`src/rtl/stepper_push_map.vh`:
```
// Register offsets, field positions, reset values and timing counts
`ifndef STEPPER_PUSH_MAP_VH
`define STEPPER_PUSH_MAP_VH
// Register byte offsets
`define OFS_SYS_CFG 12'h000
`define OFS_APP_CFG 12'h004
`define OFS_INPOS_BAND 12'h008
`define OFS_INPOS_OFFSET 12'h00c
`define OFS_RET_SPEED 12'h010
`define OFS_RET_ACCEL 12'h014
`define OFS_RET_START 12'h018
`define OFS_DEV_LIMIT 12'h01c
`define OFS_STATUS 12'h020
`define OFS_CMD_POS 12'h024
`define OFS_HOME_POS 12'h028
`define OFS_ACT_POS 12'h02c
`define OFS_TORQUE 12'h030
`define OFS_WARN_CLR 12'h034
`define OFS_JOG_CTRL 12'h038
`define OFS_JOG_SPEED 12'h03c
`define OFS_JOG_ACCEL 12'h040
`define OFS_JOG_START 12'h044
`define OFS_PUSH_CUR0 12'h080
// System config fields (bit 0 direction: 0 plus-is-cw, 1 plus-is-ccw)
`define SYS_DIR_BIT 0
// App config fields
`define APP_PUSH_SEL_BIT 0
`define APP_WARN_EN_BIT 1
// Status fields
`define ST_IN_POS_BIT 0
`define ST_TLIM_BIT 1
`define ST_PUSH_BIT 2
`define ST_RET_BIT 3
`define ST_WARN_BIT 4
`define ST_ALARM_BIT 5
`define ST_DIR_BIT 6
`define ST_JOG_BIT 7
// Reset values
`define RST_SYS_CFG 32'h0000_0000
`define RST_APP_CFG 32'h0000_0000
`define RST_INPOS_BAND 16'h000a
`define RST_INPOS_OFFSET 16'h0000
`define RST_RET_SPEED 16'h0010
`define RST_RET_ACCEL 16'h0001
`define RST_RET_START 16'h0100
`define RST_DEV_LIMIT 16'h2000
`define RST_JOG_SPEED 16'h0010
`define RST_JOG_ACCEL 16'h0001
`define RST_JOG_START 16'h0100
// Push current defaults: 30.0 % in tenths, step of 10.0 %
`define PUSH_CUR_BASE 10'h12c
`define PUSH_CUR_STEP 10'h064
`define PUSH_CUR_FULL 10'h3e8
// Fast catch-up reload count, one step every 5 clocks after a load is removed
`define FAST_PERIOD 16'h0004
`endif

```
`src/rtl/stepper_push_home.v`:
```
// Command-side position, push-motion and home-return logic of a stepper
//
// Notes on behaviour
// (RULE1) Plus-is-cw: forward counts up, turns cw
// (RULE2) Plus-is-ccw: forward counts up, turns ccw
// (RULE3) Direction setting latched only at power-up
// (RULE4) In-position band compared after offset correction
// (RULE5) Push needs mode, push input, then pulses
// (RULE6) Push keeps accumulating pulses when stalled
// (RULE7) Three select bits index eight currents
// (RULE8) Torque limited to selected push current
// (RULE9) Torque-limit flag when limit is reached
// (RULE10) Push holds while push input stays high
// (RULE11) No standstill cutback during push
// (RULE12) Unloaded push runs accumulated pulses fast
// (RULE13) Deviation alarm on prolonged push
// (RULE14) Jog only from operator tool button
// (RULE15) Home-return request starts return move
// (RULE16) Home is power-up or position-reset position
// (RULE17) Return uses speed, accel, start speed
// (RULE18) Step pulses ignored during home return
// (RULE19) Resolution select with warning blocks return
// (RULE20) Position reset during return stops there
// (RULE21) Forward line counts up, reverse down
// (RULE22) Command position is signed up/down counter
// (RULE23) Control inputs pass two-stage synchroniser
//
// Decided for this implementation: the address map and the APB register port.
`timescale 1ns/1ps
`include "stepper_push_map.vh"
module stepper_push_home (
  input wire clk, // 25 MHz clock
  input wire rst, // Synchronous reset, active high
  input wire power_up, // Power cycle event, loads system parameters
  input wire pulse_fwd, // Forward step pulse line
  input wire pulse_rev, // Reverse step pulse line
  input wire push_mode_in, // Push-motion request
  input wire current_select_bit0, // Push current select, lsb
  input wire current_select_bit1, // Push current select
  input wire current_select_bit2, // Push current select, msb
  input wire home_return_in, // Home-return request
  input wire position_reset_in, // Position reset / home capture
  input wire resolution_select_in, // Resolution select input
  input wire load_held, // Shaft stalled against a load
  input wire [9:0] torque_meas, // Measured torque, tenths of percent
  input wire psel, // APB select
  input wire penable, // APB enable
  input wire pwrite, // APB direction
  input wire [11:0] paddr, // APB byte address
  input wire [31:0] pwdata, // APB write data
  output reg [31:0] prdata, // APB read data
  output reg pready, // APB ready
  output reg pslverr, // APB error
  output reg step_out, // One step to the drive stage
  output reg step_cw, // Shaft direction of that step, 1 is cw
  output reg [9:0] torque_limit, // Current limit, tenths of percent
  output reg torque_limit_flag, // Torque reached push current
  output reg in_position, // Stopped within band
  output reg standstill_cutback, // Standstill current reduction allowed
  output reg deviation_alarm, // Excessive position deviation
  output reg bad_data_warning // Return blocked warning
);
  // ----------------------------------------------------------------
  // Input synchronisers
  // ----------------------------------------------------------------
  localparam NSYNC = 9;
  wire [NSYNC-1:0] raw_in = {resolution_select_in, position_reset_in,
    home_return_in, current_select_bit2, current_select_bit1,
    current_select_bit0, push_mode_in, pulse_rev, pulse_fwd};
  reg [NSYNC-1:0] sync1;
  reg [NSYNC-1:0] sync2;
  reg [NSYNC-1:0] sync3;
  // (RULE23) Two-flop synchronisers
  always @(posedge clk) begin
    if (rst) begin
      sync1 <= {NSYNC{1'b0}};
      sync2 <= {NSYNC{1'b0}};
      sync3 <= {NSYNC{1'b0}};
    end else begin
      sync1 <= raw_in;
      sync2 <= sync1;
      sync3 <= sync2;
    end
  end
  wire fwd_edge = sync2[0] & ~sync3[0];
  wire rev_edge = sync2[1] & ~sync3[1];
  wire push_in = sync2[2];
  wire [2:0] cur_idx = sync2[5:3];
  wire ret_edge = sync2[6] & ~sync3[6];
  wire preset = sync2[7];
  wire res_sel = sync2[8];

  // ----------------------------------------------------------------
  // Registers
  // ----------------------------------------------------------------
  reg [31:0] sys_cfg;
  reg dir_ccw;
  reg [31:0] app_cfg;
  reg [15:0] inpos_band;
  reg signed [15:0] inpos_offset;
  reg [15:0] ret_speed;
  reg [15:0] ret_accel;
  reg [15:0] ret_start;
  reg [15:0] dev_limit;
  reg [15:0] jog_speed;
  reg [15:0] jog_accel;
  reg [15:0] jog_start;
  reg jog_button;
  reg jog_dir;
  reg [9:0] push_cur [0:7];
  reg signed [31:0] cmd_pos;
  reg signed [31:0] act_pos;
  reg signed [31:0] home_pos;
  reg pushing;
  reg returning;
  reg [15:0] speed;
  reg [15:0] rate_cnt;
  reg fast_run;
  reg jogging;

  wire acc = psel & penable & ~pready;
  wire wr = acc & pwrite;
  wire warn_en = app_cfg[`APP_WARN_EN_BIT];
  wire push_sel = app_cfg[`APP_PUSH_SEL_BIT];
  wire signed [31:0] deviation = cmd_pos - act_pos;
  wire [31:0] abs_dev = deviation[31] ? -deviation : deviation;
  wire signed [31:0] corr_dev = deviation +
    {{16{inpos_offset[15]}}, inpos_offset};
  wire [31:0] abs_corr = corr_dev[31] ? -corr_dev : corr_dev;
  wire push_ok = push_sel & push_in;
  wire reg_hit = (paddr < `OFS_JOG_START + 12'h004) ||
    (paddr[11:5] == 7'h04);
  // Home return target relative to the present shaft position
  wire signed [31:0] to_home = home_pos - act_pos;
  // Status word, one flag per bit
  reg [31:0] status_word;
  always @* begin
    status_word = 32'h0000_0000;
    status_word[`ST_IN_POS_BIT] = in_position;
    status_word[`ST_TLIM_BIT] = torque_limit_flag;
    status_word[`ST_PUSH_BIT] = pushing;
    status_word[`ST_RET_BIT] = returning;
    status_word[`ST_WARN_BIT] = bad_data_warning;
    status_word[`ST_ALARM_BIT] = deviation_alarm;
    status_word[`ST_DIR_BIT] = dir_ccw;
    status_word[`ST_JOG_BIT] = jogging;
  end

  // (RULE7) Default currents 30.0 to 100.0 in ten-percent steps
  genvar gi;
  generate
    for (gi = 0; gi < 8; gi = gi + 1) begin : g_cur
      // Sized copies keep reset value and address at their own widths
      localparam [9:0] CUR_RST = `PUSH_CUR_BASE + gi * `PUSH_CUR_STEP;
      localparam [11:0] CUR_ADR = `OFS_PUSH_CUR0 + gi * 4;
      always @(posedge clk) begin
        if (rst)
          push_cur[gi] <= CUR_RST;
        else if (wr && paddr == CUR_ADR)
          push_cur[gi] <= (pwdata[9:0] > `PUSH_CUR_FULL) ?
            `PUSH_CUR_FULL : pwdata[9:0];
      end
    end
  endgenerate

  // ----------------------------------------------------------------
  // APB slave
  // ----------------------------------------------------------------
  always @(posedge clk) begin
    if (rst) begin
      pready <= 1'b0;
      pslverr <= 1'b0;
      prdata <= 32'h0000_0000;
      sys_cfg <= `RST_SYS_CFG;
      app_cfg <= `RST_APP_CFG;
      inpos_band <= `RST_INPOS_BAND;
      inpos_offset <= `RST_INPOS_OFFSET;
      ret_speed <= `RST_RET_SPEED;
      ret_accel <= `RST_RET_ACCEL;
      ret_start <= `RST_RET_START;
      dev_limit <= `RST_DEV_LIMIT;
      jog_speed <= `RST_JOG_SPEED;
      jog_accel <= `RST_JOG_ACCEL;
      jog_start <= `RST_JOG_START;
      jog_button <= 1'b0;
      jog_dir <= 1'b0;
    end else begin
      pready <= acc;
      pslverr <= acc & ~reg_hit;
      if (wr) begin
        case (paddr)
          `OFS_SYS_CFG: sys_cfg <= pwdata;
          `OFS_APP_CFG: app_cfg <= pwdata;
          `OFS_INPOS_BAND: inpos_band <= pwdata[15:0];
          `OFS_INPOS_OFFSET: inpos_offset <= pwdata[15:0];
          `OFS_RET_SPEED: ret_speed <= pwdata[15:0];
          `OFS_RET_ACCEL: ret_accel <= pwdata[15:0];
          `OFS_RET_START: ret_start <= pwdata[15:0];
          `OFS_DEV_LIMIT: dev_limit <= pwdata[15:0];
          `OFS_JOG_SPEED: jog_speed <= pwdata[15:0];
          `OFS_JOG_ACCEL: jog_accel <= pwdata[15:0];
          `OFS_JOG_START: jog_start <= pwdata[15:0];
          // (RULE14) Tool button holds jog, no pin can
          `OFS_JOG_CTRL: begin
            jog_button <= pwdata[0];
            jog_dir <= pwdata[1];
          end
          default: ;
        endcase
      end
      if (acc && !pwrite) begin
        case (paddr)
          `OFS_SYS_CFG: prdata <= sys_cfg;
          `OFS_APP_CFG: prdata <= app_cfg;
          `OFS_INPOS_BAND: prdata <= {16'h0000, inpos_band};
          `OFS_INPOS_OFFSET: prdata <= {16'h0000, inpos_offset};
          `OFS_RET_SPEED: prdata <= {16'h0000, ret_speed};
          `OFS_RET_ACCEL: prdata <= {16'h0000, ret_accel};
          `OFS_RET_START: prdata <= {16'h0000, ret_start};
          `OFS_DEV_LIMIT: prdata <= {16'h0000, dev_limit};
          `OFS_STATUS: prdata <= status_word;
          `OFS_CMD_POS: prdata <= cmd_pos;
          `OFS_HOME_POS: prdata <= home_pos;
          `OFS_ACT_POS: prdata <= act_pos;
          `OFS_TORQUE: prdata <= {22'h000000, torque_limit};
          `OFS_JOG_CTRL: prdata <= {30'h00000000, jog_dir, jog_button};
          `OFS_JOG_SPEED: prdata <= {16'h0000, jog_speed};
          `OFS_JOG_ACCEL: prdata <= {16'h0000, jog_accel};
          `OFS_JOG_START: prdata <= {16'h0000, jog_start};
          default: prdata <= (paddr[11:5] == 7'h04) ?
            {22'h000000, push_cur[paddr[4:2]]} : 32'h0000_0000;
        endcase
      end
    end
  end

  // ----------------------------------------------------------------
  // Direction latch; home is captured in the motion block below
  // ----------------------------------------------------------------
  // (RULE3) Direction only taken at a power cycle
  always @(posedge clk) begin
    if (rst)
      dir_ccw <= 1'b0;
    else if (power_up)
      dir_ccw <= sys_cfg[`SYS_DIR_BIT];
  end

  // ----------------------------------------------------------------
  // Motion state and position counters
  // ----------------------------------------------------------------
  // Profile: period count falls by accel each step from start speed
  // toward the operating speed, a simple linear ramp.
  wire step_due = (rate_cnt == 16'h0000);
  wire ret_go = ret_edge & ~(res_sel & warn_en) & ~returning;
  always @(posedge clk) begin
    if (rst) begin
      cmd_pos <= 32'h0000_0000;
      act_pos <= 32'h0000_0000;
      home_pos <= 32'h0000_0000;
      pushing <= 1'b0;
      returning <= 1'b0;
      speed <= 16'h0000;
      rate_cnt <= 16'h0000;
      fast_run <= 1'b0;
      jogging <= 1'b0;
      step_out <= 1'b0;
      step_cw <= 1'b0;
      bad_data_warning <= 1'b0;
    end else begin
      step_out <= 1'b0;
      // (RULE5) Push only with mode, input and pulses
      if (!push_ok)
        pushing <= 1'b0;
      else if (fwd_edge | rev_edge)
        pushing <= 1'b1;
      // (RULE19) Blocked return raises the warning
      if (ret_edge && res_sel && warn_en)
        bad_data_warning <= 1'b1;
      else if (preset)
        bad_data_warning <= 1'b0;
      // (RULE16) Power-up or position reset captures home
      if (power_up) begin
        home_pos <= cmd_pos;
      end else if (preset) begin
        home_pos <= act_pos;
        cmd_pos <= act_pos;
        // (RULE20) Reset during return stops the motor
        returning <= 1'b0;
      end else if (returning) begin
        // (RULE17) Ramped return profile
        if (to_home == 32'sh0000_0000) begin
          returning <= 1'b0;
          cmd_pos <= act_pos;
        end else if (step_due) begin
          act_pos <= to_home[31] ? act_pos - 1 : act_pos + 1;
          step_out <= 1'b1;
          step_cw <= to_home[31] ^ ~dir_ccw;
          speed <= (speed > ret_speed + ret_accel) ?
            speed - ret_accel : ret_speed;
          rate_cnt <= speed;
        end else
          rate_cnt <= rate_cnt - 16'h0001;
      end else if (ret_go) begin
        // (RULE15) Request starts the return move
        returning <= 1'b1;
        speed <= ret_start;
        rate_cnt <= ret_start;
      end else if (jog_button) begin
        jogging <= 1'b1;
        // Ramp restarts at the start speed when jogging begins; a return run with the button held leaves its return speed
        if (!jogging) begin
          speed <= jog_start;
          rate_cnt <= jog_start;
        end else if (step_due) begin
          act_pos <= jog_dir ? act_pos - 1 : act_pos + 1;
          cmd_pos <= jog_dir ? cmd_pos - 1 : cmd_pos + 1;
          step_out <= 1'b1;
          step_cw <= jog_dir ^ ~dir_ccw;
          speed <= (speed > jog_speed + jog_accel) ?
            speed - jog_accel : jog_speed;
          rate_cnt <= speed;
        end else
          rate_cnt <= rate_cnt - 16'h0001;
      end else begin
        jogging <= 1'b0;
        // (RULE21) Forward up, reverse down; (RULE22) counter
        // (RULE18) Pulses are only counted outside a return move
        // (RULE6) Counted even when the shaft is held
        if (fwd_edge && !rev_edge)
          cmd_pos <= cmd_pos + 1;
        else if (rev_edge && !fwd_edge)
          cmd_pos <= cmd_pos - 1;
        // (RULE12) Load gone: drain backlog at fast rate
        fast_run <= pushing & (abs_dev > 32'h0000_0001);
        if (deviation != 32'sh0000_0000 && !load_held &&
            (step_due || !fast_run)) begin
          act_pos <= deviation[31] ? act_pos - 1 : act_pos + 1;
          step_out <= 1'b1;
          // (RULE1) (RULE2) Shaft sense from latched direction
          step_cw <= deviation[31] ^ ~dir_ccw;
          rate_cnt <= `FAST_PERIOD;
        end else if (!step_due)
          rate_cnt <= rate_cnt - 16'h0001;
      end
    end
  end

  // ----------------------------------------------------------------
  // Torque limit, in-position, cutback and alarm outputs
  // ----------------------------------------------------------------
  always @(posedge clk) begin
    if (rst) begin
      torque_limit <= `PUSH_CUR_FULL;
      torque_limit_flag <= 1'b0;
      in_position <= 1'b0;
      standstill_cutback <= 1'b0;
      deviation_alarm <= 1'b0;
    end else begin
      // (RULE8) Limit to the selected push current
      torque_limit <= pushing ? push_cur[cur_idx] : `PUSH_CUR_FULL;
      // (RULE9) Flag when torque reaches the limit
      torque_limit_flag <= pushing && torque_meas >= push_cur[cur_idx];
      // (RULE4) Offset-corrected deviation against band
      in_position <= !returning && !jogging &&
        abs_corr <= {16'h0000, inpos_band};
      // (RULE11) (RULE10) Full push current held while pushing
      standstill_cutback <= !pushing && !push_ok &&
        deviation == 32'sh0000_0000;
      // (RULE13) Alarm on excessive accumulated deviation
      if (abs_dev > {16'h0000, dev_limit})
        deviation_alarm <= 1'b1;
      else if (preset)
        deviation_alarm <= 1'b0;
    end
  end
endmodule

```
`config.mk`:
```
export PLATFORM = sky130hd
export DESIGN_NAME = stepper_push_home
export DESIGN_NICKNAME = d
export VERILOG_FILES = /design/src/rtl/stepper_push_home.v
export VERILOG_INCLUDE_DIRS = /design/src /design/src/rtl
export SDC_FILE = /design/constraint.sdc
export NUM_CORES = 2
export LEC_CHECK = 0
export ABC_AREA = 1
export BUFFER_PORTS_ARGS = -buffer_cell sky130_fd_sc_hd__buf_2
export CAP_MARGIN = 20
export CORE_ASPECT_RATIO = 1.5
export CORE_UTILIZATION = 56
export DETAILED_ROUTE_END_ITERATION = 7
export PLACE_DENSITY_LB_ADDON = 0.12
export SETUP_SLACK_MARGIN = 0.2
export SLEW_MARGIN = 20
export SYNTH_ARGS = -nofsm -noshare
export SYNTH_HDL_FRONTEND = slang
export SYNTH_SLANG_ARGS = --single-unit
```
`constraint.sdc`:
```
create_clock -name clk -period 11.77 [get_ports clk]
set_clock_uncertainty 0.05 [all_clocks]
set_input_delay 1.177 -clock clk [delete_from_list [all_inputs] [get_ports clk]]
set_output_delay 1.177 -clock clk [all_outputs]
set_load 0.05 [all_outputs]
```
==> summary.txt <==
Run status
  • Run status: complete, but fails checks
  • Failing checks: design-rule violations

Setup path
  • Worst path max stage delay: 510 ps
  • Max FO, Critical Path: 22
  • CP startpoint: act_pos[7]$_SDFFE_PP0P_
  • R2r setup slk: 5400 ps
  • CP endpoint kind: flop
  • Worst Path Required: 12300 ps
  • Reg-to-Reg Start: act_pos[7]$_SDFFE_PP0P_
  • CP startpoint kind: flop
  • Slowest CP cell: ha_1
  • Crit path top cell by count: nand2_1
  • CP Class: flop to flop
  • Arrival time worst endpoint: 6910 ps

CTS
  • Root buffer cell: clkbuf_16
  • CTS clk-pin slew, worst paths: 80 ps
  • Post CTS Setup Buffer Count: 0
  • Total CTS buffers: 52
  • Sink Count: 495
  • # resized after CTS: 0
  • Clock Latency Late Sink: 670 ps
  • CTS tree: yes
  • CTS max path bufs: 3
  • Cts hold-fix bufs: 0
  • CTS H-tree depth: 2

Global routing
  • Number of global-route vias before repair: 40.46k
  • Largest net degree at the start of global routing: 104
  • Initial antenna violation count: 15
  • GRT Residual Overflow: 0
  • Gr usage total: 0.4626
  • First-pass GRT wire length: 246300 µm

STA
  • WHS: between 300 and 400 ps
  • Setup violation total in the final timing report: 0
  • Unrepaired setup endpoints after global routing: false
  • Final period util: 0.5416
  • Fin crit period: approximately 6400 ps
  • Final Hold Fails: 0
  • Pins Over Slew Limit: 0
  • Worst-margin pin slew: between 1000 and 1500 ps
  • Post-route setup TNS: 0 ps
  • Peak Freq: around 160 MHz
  • Worst slew margin: 0.1372

Logic synthesis
  • Number of synthesized flops with an enable pin: 80
  • Post-synth ARST share: 0
  • Sequential area share after synthesis: 0.2737
  • Distinct cell type count after synthesis: 73
  • Warnings, synthesis: 0
  • Post-synth top area share: 0.2123
  • Synth Instances: around 6.1k
  • Largest area contributor in the netlist: dfxtp_1
  • Most frequent cell after synthesis: nand2_1
  • Syn_nets: approximately 6.4k
  • Mapped Area: 0.03913 mm²
  • Syn Area/Cell: 6.450 µm²
  • Top post-synthesis cells by area: dfxtp_1 (21%), nand2_1 (12%), a21oi_1 (9.1%), ha_1 (7.5%), inv_1 (7.5%)
  • Flops & latches, synth: 495
  • Synth top cells by count: nand2_1 (1231), inv_1 (781), a21oi_1 (708), o21ai_0 (576), nor2_1 (561)
  • Top FF cell, synth: dfxtp_1

Power and ir drop
  • LEAKAGE: 0.01825 µW
  • Worst IR Drop VDD: 168.8 µV
  • Pwr dens: around 160 mW/mm²

Flow run
  • Max-Cap Viols: 0

Placement
  • GPL Wtd Cong: 1.064
  • DPL Wire Length: 124700 µm
  • Port Buffers: 120
  • Placed inst area: 0.04015 mm²

Floorplan
  • Starting density of the core: 0.5662
  • Core area: ~0.07 mm²
  • Die area: 0.07095 mm²
  • IO Count: about 120
  • Die width: between 200 and 250 µm
  • Cell row count: 118
  • Die height: between 300 and 400 µm

Cells and area
  • Syn-to-layout area delta: 7.669%
  • Share of layout cells above drive strength 1: 0.06343
  • Final nets: about 6.3k
  • Fin area: 0.04213 mm²
  • Final core utilization: 0.6097

Routing
  • Post-route DRC: 6
  • First-pass DRT Iterations: 8
  • Via count: 43.36k
  • WL final: 167600 µm
  • DRT antenna net count: 0
  • First DRT Iteration DRCs: 4959
  • Vias per cell: 6.213
  • Drt wl/cell: between 20 and 25 µm

Worst hold path
  • Hold Crit Class: flop to flop
  • Beginning of the worst hold path: sync1[6]$_SDFF_PP0_
## sequential cells by signal, summed over array words and instances, names as in the netlist, 32 cells and up
name      count
home_pos     32
sys_cfg      32
cmd_pos      32
push_cur     80
prdata       32
app_cfg      32
act_pos      32
## stage by stage
step | power (µW) | setup slack [ps] | cells
after global placement | 4716 | 5675 | 6871
after global routing | 7071 | 4619 | 6974
after CTS | 6589 | 5473 | 6968
after floorplan | 4028 | 6426 | 6066
final | 6676 | 5395 | 6979
after detailed placement | 4744 | 5536 | 6871
## placed cells by master, fill, tap and decap left out, types with 9 or more instances in the layout
cell	netlist	layout
inv_1	781	780
a221oi_1	21	20
o22ai_1	130	129
nand2_2	21	22
nand3_2	9	9
clkbuf_8	0	13
nor2_1	561	558
o21ai_0	576	574
o21a_1	17	17
edfxtp_1	80	80
a21oi_1	708	708
nor2_2	21	24
clkinv_1	16	16
buf_4	5	50
ha_1	235	235
nand2_1	1231	1229
nor4_1	21	21
nand3_1	258	258
o211ai_1	36	36
nand3b_1	26	26
clkbuf_16	0	55
o221ai_1	26	26
o21bai_1	12	12
diode_2	0	9
xor2_1	165	165
inv_2	15	15
xnor2_1	42	42
a211oi_1	11	9
nand4_1	74	74
o21ai_1	28	30
a22oi_1	45	45
nor3_1	102	100
o2111ai_1	10	10
buf_2	24	119
dfxtp_1	415	415
## critical path: cells and delay by family, from the launching register on
kind	cells	cell delay [ps]
flip-flops	1	460
adder cells (fa/ha/maj)	3	1240
buffers and inverters	5	1020
AO/OA/AOI/OAI	6	1120
AND/OR/NAND/NOR	25	2370
## cell families after synthesis
group / count (synthesis) / synth area share
flip-flops: 495 / 0.2737
XOR/XNOR: 209 / 0.04717
AND/OR/NAND/NOR: 2370 / 0.2585
AO/OA/AOI/OAI: 1672 / 0.2355
multiplexers: 1 / 0.0002558
adder cells (fa/ha/maj): 242 / 0.07873
buffers and inverters: 1077 / 0.1062
## layer usage
layer	routed length (µm)	GRT usage	part of all wire
met3	16700	0.1163	0.10
met4	18030	0.4159	0.11
met2	74520	0.7317	0.44
met1	58330	0.5101	0.35
met5	47	0	0.00028
## worst paths after layout
path,to,cells past startpoint
max,in_position$_SDFF_PP0_,39
min,sync2[6]$_SDFF_PP0_,2
max reg2reg,in_position$_SDFF_PP0_,39
min reg2reg,sync2[6]$_SDFF_PP0_,2
## layout make-up
type / instances / area (µm²)
Timing Repair Buffer: 171 / 999.7
Antenna cell: 9 / 22.52
Fill cell: 6821 / 26970
Clock inverter: 25 / 331.6
Sequential cell: 495 / 10710
Tap cell: 900 / 1126
Clock buffer: 72 / 1560
Inverter: 813 / 3064
Multi-Input combinational cell: 4494 / 24310
## where the power goes
| group | total (µW) | switching [µW] | internal, µW | leakage (µW) |
|---|---|---|---|---|
| clock | 1870 | 805 | 1070 | 0.000929 |
| sequential | 1850 | 81.4 | 1770 | 0.00408 |
| combinational | 2960 | 2020 | 936 | 0.0132 |
Power figures use the tool's default switching activity.
